==> config.mk <==
export PLATFORM = sky130hd
export DESIGN_NAME = icl_regs
export DESIGN_NICKNAME = d
export VERILOG_FILES = /design/src/logic/icl_pkg.sv /design/src/logic/icl_regs.sv
export SDC_FILE = /design/constraint.sdc
export NUM_CORES = 1
export LEC_CHECK = 0
export ABC_CLOCK_PERIOD_IN_PS = 1700
export BUFFER_PORTS_ARGS = -buffer_cell sky130_fd_sc_hd__buf_2
export CAP_MARGIN = 20
export CORE_MARGIN = 3
export CORE_UTILIZATION = 40
export DETAILED_ROUTE_END_ITERATION = 12
export PLACE_DENSITY = 0.76
export SETUP_SLACK_MARGIN = 0.02
export SKIP_LAST_GASP = 1
export SLEW_MARGIN = 20
export SYNTH_ARGS = -nofsm -noshare
export SYNTH_HDL_FRONTEND = slang
export SYNTH_SLANG_ARGS = --single-unit
==> constraint.sdc <==
create_clock -name i_mclk -period 1.7 [get_ports i_mclk]
set_input_delay 0.17 -clock i_mclk [delete_from_list [all_inputs] [get_ports i_mclk]]
set_output_delay 0.17 -clock i_mclk [all_outputs]
set_load 0.01 [all_outputs]
==> src/logic/icl_pkg.sv <==
/*
  Package for the input current limit register block: command codes,
  field layout, reset values and the carrier structs.
  Assumes a word-level command port fed by an SMBus protocol engine
  that runs on the same clock as the block.
*/
package icl_pkg;

  // command codes
  localparam logic [7:0] ICL_CMD_APPLIED = 8'h22;
  localparam logic [7:0] ICL_CMD_CTRL = 8'h31;
  localparam logic [7:0] ICL_CMD_HOST = 8'h3F;

  // field layout
  localparam int ICL_FIELD_W = 7;
  localparam int ICL_FIELD_LSB = 8;
  localparam int ICL_FIELD_MSB = 14;
  localparam int ICL_RSVD_BIT = 15;
  localparam int ICL_HIZ_DIS_BIT = 7;
  localparam int ICL_STEP_MA = 50;

  // reset values
  localparam logic [15:0] ICL_LIMIT_RESET = 16'h4100;
  localparam logic [6:0] ICL_FIELD_DEFAULT = 7'h41;
  localparam logic [6:0] ICL_FIELD_FLOOR = 7'h01;
  localparam logic [7:0] ICL_LOW_BYTE = 8'h00;

  typedef struct packed {
    logic valid;
    logic write;
    logic [7:0] code;
    logic [15:0] wdata;
  } icl_cmd_t;

  typedef struct packed {
    logic [6:0] host;
    logic [6:0] appl;
    logic hiz_dis;
    logic adp_s1;
    logic adp_s2;
    logic adp_d;
    logic pin_s1;
    logic pin_s2;
    logic [15:0] rdata;
    logic rvalid;
    logic wr_err;
  } icl_state_t;

endpackage : icl_pkg

==> src/logic/icl_regs.sv <==
/*
  Input current limit registers: host limit, applied limit and the
  limit pin disable bit, reached by word commands.
  Assumes the command port comes from logic on i_mclk; the adapter
  detect and limit pin levels come from pins and are synchronised here.
*/
`timescale 1ns/1ns
`default_nettype none

// Summary of operation
// - host writes a 16-bit word to command 3Fh to set the limit.
// - limit field spans 50 mA to 6350 mA in 50 mA steps.
// - bits 14..8 are binary weighted, 3200 mA down to 50 mA.
// - host limit register reads 4100h after reset, 3.25 A.
// - adapter removal reloads host limit with the 3.25 A default.
// - code 0 means 50 mA, applied and read back as such.
// - bit 15 reserved, reads zero; a write with it set is invalid.
// - low byte reads zero and written values there are ignored.
// - read-only 22h reports applied limit, same layout, reset 4100h.
// - optimizer changes only the applied register, never the host register.
// - bit 7 of 31h disables the limit pin function.
module icl_regs (
  // clock and reset
  input wire logic i_mclk,
  input wire logic i_resetn,
  // word command port
  input wire icl_pkg::icl_cmd_t i_cmd,
  output logic [15:0] o_rdata,
  output logic o_rvalid,
  output logic o_wr_err,
  // pins
  input wire logic i_adapter_present,
  input wire logic i_limit_highz_pin,
  // input power optimizer
  input wire logic i_opt_active,
  input wire logic [6:0] i_opt_code,
  // to regulation loop
  output logic [6:0] o_applied_code,
  output logic o_limit_pin_en,
  output logic o_hiz_req
);

  icl_pkg::icl_state_t st_r;
  icl_pkg::icl_state_t st_nxt;
  logic removal;
  logic host_wr;
  logic host_wr_ok;

  // code 0 is held as 0 but behaves and reads as 50 mA
  function automatic logic [6:0] floor_code(input logic [6:0] f);
    floor_code = (f == 7'h00) ? icl_pkg::ICL_FIELD_FLOOR : f;
  endfunction : floor_code

  function automatic logic [15:0] limit_word(input logic [6:0] f);
    limit_word = {1'b0, floor_code(f), icl_pkg::ICL_LOW_BYTE};
  endfunction : limit_word

  assign removal = st_r.adp_d & ~st_r.adp_s2;
  assign host_wr = i_cmd.valid & i_cmd.write & (i_cmd.code == icl_pkg::ICL_CMD_HOST);
  assign host_wr_ok = host_wr & ~i_cmd.wdata[icl_pkg::ICL_RSVD_BIT];

  always_comb begin
    st_nxt = st_r;
    st_nxt.rvalid = 1'b0;
    st_nxt.wr_err = 1'b0;
    // first stages feed only the second stages
    st_nxt.adp_s1 = i_adapter_present;
    st_nxt.adp_s2 = st_r.adp_s1;
    st_nxt.adp_d = st_r.adp_s2;
    st_nxt.pin_s1 = i_limit_highz_pin;
    st_nxt.pin_s2 = st_r.pin_s1;
    // removal outranks a write in the same cycle so the safe default lands
    if (removal) begin
      st_nxt.host = icl_pkg::ICL_FIELD_DEFAULT;
    end else if (host_wr_ok) begin
      st_nxt.host = i_cmd.wdata[icl_pkg::ICL_FIELD_MSB:icl_pkg::ICL_FIELD_LSB];
    end
    // optimizer result goes to the applied copy only
    if (i_opt_active) begin
      st_nxt.appl = i_opt_code;
    end else begin
      st_nxt.appl = st_r.host;
    end
    if (i_cmd.valid && i_cmd.write) begin
      case (i_cmd.code)
        icl_pkg::ICL_CMD_HOST: st_nxt.wr_err = i_cmd.wdata[icl_pkg::ICL_RSVD_BIT];
        icl_pkg::ICL_CMD_CTRL: st_nxt.hiz_dis = i_cmd.wdata[icl_pkg::ICL_HIZ_DIS_BIT];
        default: st_nxt.wr_err = 1'b1;
      endcase
    end
    if (i_cmd.valid && !i_cmd.write) begin
      st_nxt.rvalid = 1'b1;
      case (i_cmd.code)
        icl_pkg::ICL_CMD_HOST: st_nxt.rdata = limit_word(st_r.host);
        icl_pkg::ICL_CMD_APPLIED: st_nxt.rdata = limit_word(st_r.appl);
        icl_pkg::ICL_CMD_CTRL: st_nxt.rdata = {8'h00, st_r.hiz_dis, 7'h00};
        default: st_nxt.rdata = 16'h0000;
      endcase
    end
  end

  always_ff @(posedge i_mclk or negedge i_resetn) begin
    if (!i_resetn) begin
      // adapter chain resets low: a removal needs a seen high first, so no false reload
      // pin chain resets to its idle high level, so no false high-impedance request
      st_r <= '{host: icl_pkg::ICL_FIELD_DEFAULT, appl: icl_pkg::ICL_FIELD_DEFAULT, hiz_dis: 1'b0,
                adp_s1: 1'b0, adp_s2: 1'b0, adp_d: 1'b0, pin_s1: 1'b1, pin_s2: 1'b1,
                rdata: 16'h0000, rvalid: 1'b0, wr_err: 1'b0};
    end else begin
      st_r <= st_nxt;
    end
  end

  assign o_rdata = st_r.rdata;
  assign o_rvalid = st_r.rvalid;
  assign o_wr_err = st_r.wr_err;
  assign o_applied_code = floor_code(st_r.appl);
  // pin held low requests high impedance unless software masked it
  assign o_limit_pin_en = ~st_r.hiz_dis;
  assign o_hiz_req = ~st_r.hiz_dis & ~st_r.pin_s2;

  // helper for the after-reset check
  logic seen_r;
  always_ff @(posedge i_mclk or negedge i_resetn) begin
    if (!i_resetn) begin
      seen_r <= 1'b0;
    end else begin
      seen_r <= 1'b1;
    end
  end
endmodule : icl_regs

`default_nettype wire

# Yosys cells after proc, flatten, opt, wreduce, memory -nomap -nowiden
# Cells that the tools add are included.
# word_totals
ff_bits,37
inputBits,38
output_inout_bits,27
wordCells,39
# op_classes
n_eq_ne,3
n_mux,9
n_bitwise,9
n_reduce_logical,7
# ops
op,n
case mux 15 bit (3 select lines),1
two-way mux 7 bit,5
equality test 8 x 6 -> 1 bit (second input constant),3
logical NOT 7 bit,2
AND 1 bit,5
inverter 1 bit,4
logical AND 1 bit,2
two-way mux 1 bit,2
case mux 1 bit (2 select lines),1
AND reduction 2 bit,1
nonzero test 2 bit,1
logical NOT 1 bit,1

# Longest topological paths before layout
# Gate-level depths: netlist of the first run.
# logic_depth
word_depth,5
mapped_depth,5
mapped_depth_nobuf,4

# Worst setup path before layout of the first run
# Ideal clock, no wire load.
# synth_path
path_kind,reg2reg
start,reg st_r[30] (netlist bit)
end,reg st_r (netlist bit o_rdata[8])
setup_time_ps,121
arrival_ps,1121
t_required_ps,1579
path_slack_ps,458
path_stages_with_launch,5
path_buffers,0
synth_period_minus_slack_ps,1242
cell_sequence,dfstp_2 > nor2_1 > a21o_1 > a22o_1 > a22o_1
# synth_via
elab_chain_len,3
# synth_lines
item,line,source
start: declaration,icl_regs.sv:43,icl_pkg::icl_state_t st_r;
start signal: assignment,icl_regs.sv:106,"st_r <= '{host: icl_pkg::ICL_FIELD_DEFAULT, appl: icl_pkg::ICL_FIELD_DEFAULT, hiz_dis: 1'b0,"
start signal: assignment,icl_regs.sv:110,st_r <= st_nxt;
logical NOT 7 bit,-,
two-way mux 7 bit,-,
named net o_applied_code[0],icl_regs.sv:38,"output logic [6:0] o_applied_code,"
case mux 15 bit (3 select lines),icl_regs.sv:93,case (i_cmd.code)
# The timed path passes the listed nets, and every way through them passes these cells.
# A chain may end at the register's enable or synchronous reset.

# Worst setup path in the final report of the first run
# layout_path
start,reg st_r[26] (netlist bit)
end,out o_applied_code[0]
# layout_via
elab_chain_len,2
# layout_lines
item,line,source
logical NOT 7 bit,icl_regs.sv:51,floor_code = (f == 7'h00) ? icl_pkg::ICL_FIELD_FLOOR : f;
two-way mux 7 bit,icl_regs.sv:51,
end: declaration,icl_regs.sv:38,
# No other way between the ends.

==> results of run 1 <==
==> critical path, cell delays in order, from the launching register on <==
cell	delay [ps]
dfrtp_1	420
nor4_1	320
a21o_1	190
buf_2	130
==> flip-flops by register name (all words and copies together), names as in the netlist <==
register  count
o_rdata       8
o_rvalid      1
o_wr_err      1
st_nxt        3
st_r         17
==> how the worst min path moves through the flow <==
stage | to | from
finish | st_r[31]$_DFFE_PN1P_ | i_cmd[8]
global route | st_r[31]$_DFFE_PN1P_ | i_cmd[8]
CTS | st_r[31]$_DFFE_PN1P_ | i_cmd[8]
detailed placement | o_rvalid$_DFF_PN0_ | i_resetn
global placement | o_wr_err$_DFF_PN0_ | i_resetn
floorplan | o_rdata[10]$_DFFE_PN0P_ | i_resetn
==> layout make-up <==
class                   count  share of cell area
clock inverters             1              0.0172
repair buffers             53               0.162
well taps                  46              0.0330
multi-input cells          74               0.315
inverters                   3             0.00646
flip-flops and latches     30               0.435
clock buffers               7              0.0316
==> layout by cell type, fill, tap and decap left out, types with 3 or more instances in the layout <==
| master | synthesis | final |
|---|---|---|
| mux2i_1 | 7 | 7 |
| a22o_1 | 14 | 14 |
| mux2_2 | 7 | 7 |
| conb_1 | 1 | 8 |
| nor2_1 | 9 | 9 |
| nand2b_1 | 3 | 3 |
| inv_1 | 3 | 3 |
| dlygate4sd3_1 | 0 | 3 |
| dfrtp_1 | 24 | 24 |
| buf_2 | 2 | 49 |
| clkbuf_4 | 0 | 5 |
| dfstp_2 | 6 | 6 |
| nand2_1 | 6 | 6 |
==> what timing repair did <==
| item | CTS | global route |
|---|---|---|
| hold buffers | 3 | 0 |
| setup buffers | 0 | 0 |
| hold endpoints to repair | 26 | 0 |
==> power breakdown <==
| group | internal [W] | switching [W] |
|---|---|---|
| registers | 0.000735 | 0.00000987 |
| logic | 0.0000608 | 0.0000686 |
| clock network | 0.000351 | 0.000231 |
| total | 0.00115 | 0.000309 |
==> logic make-up (layout without fill, tap and decap cells) <==
kind of cell	count (synthesis)	count (layout)	share of synthesized area
and+or+nand+nor	32	32	0.135
DFF	30	30	0.519
buffers and inverters	29	64	0.123
AOI/OAI and AO/OA	19	19	0.109
muxes	15	15	0.112
other	1	8	0.00257
==> metal layers <==
metal  vias up  share of wire  routed length (um)  GRT usage
met5         -              0                   0          0
met2        49           0.46                1320      0.232
met4         0          0.016                  46     0.0533
met3         6           0.11                 307     0.0612
met1       483           0.42                1200      0.167
li1        500              -                   -          -
==> per-stage QoR <==
stage,cells,total power [W],hold WS [ps],utilization
floorplan,133,0.000827,-126,-
global placement,203,0.000880,211,0.477
detailed placement,203,0.000884,221,0.477
CTS,214,0.00147,53.2,0.511
global route,214,0.00154,32.5,0.511
finish,214,0.00146,60.9,0.511
==> results.toml, run 1 <==
[synth]
synth.top_cell.area_share = 0.411
yosys_warnings = 0
ys_seq_area_frac = 0.519
synth_cell_types = 30
synth_ff_type = "dfrtp_1"
syn_area_mm2 = 0.00146
avgSynthCellArea_um2 = 11.6
yosysMostFrequentCell = "dfrtp_1"
yosys.area.top_type = "dfrtp_1"
synthCells = 126
ys_ff_latch = 30
synth-edff-count = 0
yosys-top-cells-count = "dfrtp_1 (24), buf_4 (16), a22o_1 (14), nor2_1 (9)"
synthTopCellsByArea = "dfrtp_1 (41%), dfstp_2 (11%), a22o_1 (8.4%)"
synthArstFlopShare = 1.00

[timing]
finalCriticalPeriod_ps = 1560
finalMaxSlewViolations = 0
hold_viol = 0
post-route-period-util = 0.918
clock.fmax_mhz = 641
final-setup-viol-count = 0
grt_setup_unrepaired = "false"
skew_ps = 7.29
max_slew_margin = 0.584
fin_tns_setup_ps = 0
fin_ws_ps = 140
worst_pin_slew_ps = 625

[clock_tree]
clock_path_buffers = 2
cts_resized = 0
root_buffer = "clkbuf_4"
cts_buffers = 5
cts.htree.levels = 2
path_clk_slew_ps = 90
cts_tree = "built"
clkLatencyLatePin_ps = 330
clock-sinks = 30

[placement]
dp_slack_ps = 332
port-buffer-count = 49
globalplace.congestion = 0.800
post_dp_cell_area_mm2 = 0.00163
dp.final_hpwl_um = 2320

[worst_hold_path]
min_delay_path_depth = 3
hold_path.class = "input pin to register"

[detailed_routing]
dr.pass1.iters = 4
dr_total_vias = 1038
drcViolationCount = 0
finalWirelength_um = 2880
wl_per_cell_um = 13.4
routed_via_density = 4.85
ant_nets = 0
initialDrtViolationCount = 26

[setup_path]
r2r_slack_ps = 460
arrival_ps = 1390
startpoint = "st_r[26]$_DFF_PN0_"
rr_startpoint = "st_r[30]$_DFF_PN1_"
worstPathRequired_ps = 1530
reg2reg_depth = 4
worstSetupPathType = "register to output pin"
regToRegEndpoint = "o_rdata[8]$_DFFE_PN0P_"
startpoint_type = "register"
cp-end-kind = "output pin"
critPathCapture = "o_applied_code[0]"
crit_fanout = 3

[global_route]
grt_max_degree = 31
grt_pass1_vias = 999
grt_pass1_wl_um = 4550
antenna_found_initial = 0
grt_util_all_layers = 0.143
overflow = 0

[run_status]
status = "completed"

[final_layout]
drive_gt1_frac = 0.458
finalInstanceArea_mm2 = 0.00174
seqCellArea_um2 = 758
layout.nets = 205
syn2layout_area_growth_pct = 19.5
antenna_cells = 0
fill_cells = 330
multi_input_area_um2 = 549

[floorplan]
dieHeight_um = 66.4
ioPinCount = 65
core_area_mm2 = 0.00342
num_rows = 21
dieArea_mm2 = 0.00441
start_util = 0.427
die_w_um = 66.4

[power_and_ir_drop]
powerDensity_mw_per_mm2 = 835
ir_drop_mv = 0.440
power_leakage_nw = 0.962

[run]
drv_cap = 0
Note: power is estimated with default switching activity, not from simulation.
==> run 2, diff against run 1 <==
--- a/config.mk
+++ b/config.mk
@@ -5,13 +5,12 @@
 export SDC_FILE = /design/constraint.sdc
 export NUM_CORES = 1
 export LEC_CHECK = 0
-export ABC_CLOCK_PERIOD_IN_PS = 1700
+export ABC_CLOCK_PERIOD_IN_PS = 1250
 export BUFFER_PORTS_ARGS = -buffer_cell sky130_fd_sc_hd__buf_2
 export CAP_MARGIN = 20
-export CORE_MARGIN = 3
 export CORE_UTILIZATION = 40
 export DETAILED_ROUTE_END_ITERATION = 12
-export PLACE_DENSITY = 0.76
+export PLACE_DENSITY = 0.78
 export SETUP_SLACK_MARGIN = 0.02
 export SKIP_LAST_GASP = 1
 export SLEW_MARGIN = 20
==> constraint.sdc (replaced) <==
create_clock -name i_mclk -period 1.25 [get_ports i_mclk]
set_input_delay 0.125 -clock i_mclk [delete_from_list [all_inputs] [get_ports i_mclk]]
set_output_delay 0.125 -clock i_mclk [all_outputs]
set_load 0.01 [all_outputs]
==> run 2 against run 1 <==
Net effect:
- the run now ends with setup timing left
- largest cell class unchanged
- count of clock-buffer cells in the layout down 2
- largest power group unchanged
- power increased by 35%
- critical path type unchanged
- non-clock buffer count up 14
==> results.toml, run 2 (synthesized netlist as in run 1, its figures left out) <==
[final_layout]
antenna_cells = 0
largest_register_ffs = 17
mostFrequentLayoutCells = "buf_2 (48), dfrtp_1 (24), a22o_1 (14), buf_4 (11), nor2_1 (9)"
final_common_cell = "buf_2"
layout.nets = 219
syn2layout_area_growth_pct = 28.4
drive_gt1_frac = 0.495
fill_cells = 289
largest-register = "st_r"

[detailed_routing]
dr_total_vias = 1082
dr.pass1.iters = 4
drcViolationCount = 0
wl_per_cell_um = 13.0
initialDrtViolationCount = 33
routed_via_density = 4.75
finalWirelength_um = 2980
ant_nets = 0

[timing]
fin_tns_setup_ps = -325
worst_pin_slew_ps = 638
post-route-period-util = 1.16
finalCriticalPeriod_ps = 1450
finalMaxSlewViolations = 0
hold_viol = 0
max_slew_margin = 0.574
clock.fmax_mhz = 689
fin_ws_ps = -202
skew_ps = 9.04
final-setup-viol-count = 2
grt_setup_unrepaired = "true"

[power_and_ir_drop]
powerDensity_mw_per_mm2 = 1050
p_total_w = 0.00196
power_leakage_nw = 1.04
ir_drop_mv = 0.758

[setup_path]
arrival_ps = 1330
cp-end-kind = "output pin"
worstSetupPathType = "register to output pin"
worstPathRequired_ps = 1120
crit_fanout = 2
startpoint_type = "register"

[floorplan]
die_w_um = 62.4
ioPinCount = 65
start_util = 0.427
num_rows = 21
dieArea_mm2 = 0.00390
core_area_mm2 = 0.00342
dieHeight_um = 62.4

[placement]
dp.final_hpwl_um = 2250
globalplace.congestion = 0.817
port-buffer-count = 49

[global_route]
antenna_found_initial = 0
grt_util_all_layers = 0.168
overflow = 0
grt_max_degree = 31
grt_pass1_wl_um = 4920
grt_pass1_vias = 1078

[worst_hold_path]
hold_path.class = "input pin to register"

[clock_tree]
cts.htree.levels = 2
cts_tree = "built"
cts_buffers = 5
path_clk_slew_ps = 100
clkLatencyLatePin_ps = 330
clock-sinks = 30
clock_path_buffers = 2
root_buffer = "clkbuf_4"

[run_status]
violations = "setup timing"
status = "finished, violations left"

[run]
drv_cap = 0
## run 2: final cells by class
class,count,area [um^2],area share
flip-flops and latches,30,758,0.405
multi-input cells,74,564,0.301
repair buffers,67,405,0.216
well taps,46,57.6,0.0307
clock inverters,3,40.0,0.0214
clock buffers,5,37.5,0.0200
inverters,3,11.3,0.00601
## run 2: where the power goes
| group | total (W) | switching (W) | internal (W) |
|---|---|---|---|
| registers | 0.00102 | 0.0000168 | 0.000999 |
| logic | 0.000208 | 0.000101 | 0.000107 |
| clock network | 0.000740 | 0.000327 | 0.000414 |
## run 2: worst paths after layout
| check | startpoint | endpoint | slack, ps | depth (start not counted) |
|---|---|---|---|---|
| max | st_r[25]$_DFF_PN0_ | o_applied_code[0] | -200 | 3 |
| min | i_cmd[8] | st_r[31]$_DFFE_PN1P_ | 20 | 3 |
| max reg2reg | st_r[30]$_DFF_PN1_ | o_rdata[8]$_DFFE_PN0P_ | -120 | 5 |
| min reg2reg | st_nxt[18]$_DFF_PN1_ | st_r[18]$_DFF_PN1_ | 360 | 0 |
| max in group asynchronous | i_resetn | st_r[34]$_DFFE_PN0P_ | 460 | 2 |
| min in group asynchronous | i_resetn | st_r[29]$_DFF_PN0_ | 370 | 2 |
## run 2: worst max-delay path, cell delays in order, from the launching register on
cell and delay, ps:
dfrtp_1 420, nor4_4 300, a21o_1 160, buf_2 130
## run 2: timing repair
action,in CTS,in global routing
hold buffers,4,2
gates resized for setup,2,2
buffers inserted,3,1
hold endpoints to repair,27,2
pin swaps,2,0
setup endpoints to repair,2,3
## run 2: layer usage
metal	wire length (um)	global-route usage	vias up
met3	187	0.0584	4
met2	1470	0.269	39
met5	0	0	-
li1	-	-	524
met1	1250	0.190	515
met4	61	0.110	0
## run 2: stage by stage
| step | utilization | cell area [um^2] | instances | hold WS [ps] | setup WS (ps) |
|---|---|---|---|---|---|
| finish | 0.549 | 1870 | 228 | 22.6 | -202 |
| global route | 0.549 | 1870 | 228 | 1.84 | -270 |
| CTS | 0.538 | 1840 | 225 | 2.37 | -229 |
| detailed placement | 0.492 | 1680 | 210 | 181 | -48.7 |
| global placement | 0.492 | 1680 | 210 | 161 | 17.5 |
| floorplan | - | 1490 | 133 | -171 | 8.26 |
==> run 3, diff against run 2 <==
--- a/config.mk
+++ b/config.mk
@@ -8,9 +8,10 @@
 export ABC_CLOCK_PERIOD_IN_PS = 1250
 export BUFFER_PORTS_ARGS = -buffer_cell sky130_fd_sc_hd__buf_2
 export CAP_MARGIN = 20
-export CORE_UTILIZATION = 40
+export CORE_UTILIZATION = 42
 export DETAILED_ROUTE_END_ITERATION = 12
-export PLACE_DENSITY = 0.78
+export PLACE_DENSITY = 0.81
+export RECOVER_POWER = 50
 export SETUP_SLACK_MARGIN = 0.02
 export SKIP_LAST_GASP = 1
 export SLEW_MARGIN = 20
==> run 3 against run 2 <==
Net effect:
- the run still ends with setup timing left
- final cell count is 2.2% lower
- power is 12% lower
- sequential share of layout area up 2.4 points
- global-route usage up 0.42 points
- critical path type unchanged
- critical endpoint unchanged
==> results.toml, run 3 (synthesized netlist as in run 1, its figures left out) <==
[worst_hold_path]
hold_path.class = "input pin to register"

[clock_tree]
cts_buffers = 5
clkLatencyLatePin_ps = 320
clock-sinks = 30
clock_path_buffers = 2
cts.htree.levels = 2
path_clk_slew_ps = 90
root_buffer = "clkbuf_4"
cts_tree = "built"

[setup_path]
cp-end-kind = "output pin"
r2r_slack_ps = -110
slowest_delay_ps = 400
startpoint_type = "register"
reg2reg_depth = 5
crit_fanout = 2
arrival_ps = 1300
rr_startpoint = "st_r[30]$_DFF_PN1_"
path_cells = "nor4_2, a21o_1, buf_2"
regToRegEndpoint = "o_rdata[8]$_DFFE_PN0P_"
worstSetupPathType = "register to output pin"
cp_top_family = "flip-flops"
worstPathRequired_ps = 1120
cp_slowest_cell = "dfrtp_1"
path_buf_inv = 1
path_depth = 3
startpoint = "st_r[25]$_DFF_PN0_"
critPathCapture = "o_applied_code[0]"

[global_route]
grt_max_degree = 31
grt_pass1_wl_um = 4500
grt_pass1_vias = 1034
gr-usage-met2 = 0.298
use_met3 = 0.0704
grt_util_all_layers = 0.173
antenna_found_initial = 0
top_usage_layer = "met2"
grt_use_met1 = 0.189
overflow = 0

[timing]
hold_viol = 0
clock.fmax_mhz = 699
finalMaxSlewViolations = 0
fin_tns_setup_ps = -294
fin_ws_ps = -180
skew_ps = 7.80
final-setup-viol-count = 2
post-route-period-util = 1.14
grt_setup_unrepaired = "true"
worst_pin_slew_ps = 720
finalCriticalPeriod_ps = 1430
whs_ps = 29.7
max_slew_margin = 0.520

[floorplan]
core_area_mm2 = 0.00334
dieArea_mm2 = 0.00372
num_rows = 21
dieHeight_um = 61.0
start_util = 0.438
ioPinCount = 65
die_w_um = 61.0

[power_and_ir_drop]
ir_drop_mv = 0.479
powerDensity_mw_per_mm2 = 974
power_leakage_nw = 0.981

[final_layout]
largest-register = "st_r"
layout.nets = 214
mostFrequentLayoutCells = "buf_2 (46), dfrtp_1 (24), a22o_1 (14), nor2_1 (9), conb_1 (8)"
drive_gt1_frac = 0.463
largest_register_ffs = 17
stdcell_count = 223
fill_cells = 328
final_common_cell = "buf_2"
antenna_cells = 0
finalInstanceArea_mm2 = 0.00177
syn2layout_area_growth_pct = 21.3

[detailed_routing]
dr.pass1.iters = 4
ant_nets = 0
dr_total_vias = 1044
wl_per_cell_um = 12.7
routed_via_density = 4.68
initialDrtViolationCount = 36
drcViolationCount = 0
finalWirelength_um = 2840

[run_status]
violations = "setup timing"
status = "finished, violations left"

[run]
drv_cap = 0

[placement]
dp_slack_ps = -0.214
globalplace.congestion = 0.770
dp.final_hpwl_um = 2200
post_dp_cell_area_mm2 = 0.00167
place_inst = 209
port-buffer-count = 49
[run 3: changes by cell type in the layout (fill, tap and decap cells not counted), moves of 2 or more]
cell           change
buf_2              -2
clkbuf_1           +4
dlygate4sd3_1      -3
buf_4              -4
[run 3: layout make-up]
type                    instances  area (um^2)  area share
flip-flops and latches         30          758       0.428
multi-input cells              74          544       0.307
repair buffers                 62          348       0.196
well taps                      46         57.6      0.0325
clock buffers                   6         41.3      0.0233
inverters                       3         11.3     0.00636
clock inverters                 2         10.0     0.00565
[run 3: worst register-to-register path: stages (launching register included)]
cell and delay [ps]:
dfstp_2 540, nor2_1 40, a21o_1 180, buf_4 130, a22o_1 200, a22o_1 170
[run 3: power by group]
part           total, W  leakage (nW)  internal (W)  switching (W)
Sequential      0.00101         0.383      0.000999      0.0000140
Combinational  0.000187         0.567     0.0000900      0.0000968
Clock          0.000525        0.0320      0.000214       0.000312
[run 3: worst min path at each step]
stage	endpoint	cells past startpoint	start
2_1_floorplan	o_rdata[10]$_DFFE_PN0P_	0	i_resetn
3_3_place_gp	st_r[23]$_DFFE_PN0P_	1	i_resetn
3_5_place_dp	o_rdata[7]$_DFFE_PN0P_	1	i_resetn
4_1_cts	st_r[37]$_DFFE_PN1P_	3	i_cmd[14]
5_1_grt	st_r[23]$_DFFE_PN0P_	2	i_cmd[7]
6_report	st_r[37]$_DFFE_PN1P_	3	i_cmd[14]
[run 3: per-layer routing]
metal,up-vias,wire length [um]
met1,480,1250
li1,517,-
met3,6,196
met2,41,1350
met4,0,44
met5,-,0
[run 3: timing repair]
action | CTS | global route
resized for setup | 1 | 1
hold buffers | 3 | 0
setup buffers | 3 | 0
pin swaps | 1 | 1
setup endpoints to repair | 2 | 3
hold endpoints to repair | 26 | 0
[run 3: metrics by stage]
| step | utilization | power [W] |
|---|---|---|
| detailed placement | 0.502 | 0.00121 |
| CTS | 0.535 | 0.00175 |
| floorplan | - | 0.00113 |
| global placement | 0.502 | 0.00120 |
| finish | 0.531 | 0.00173 |
| global route | 0.531 | 0.00181 |
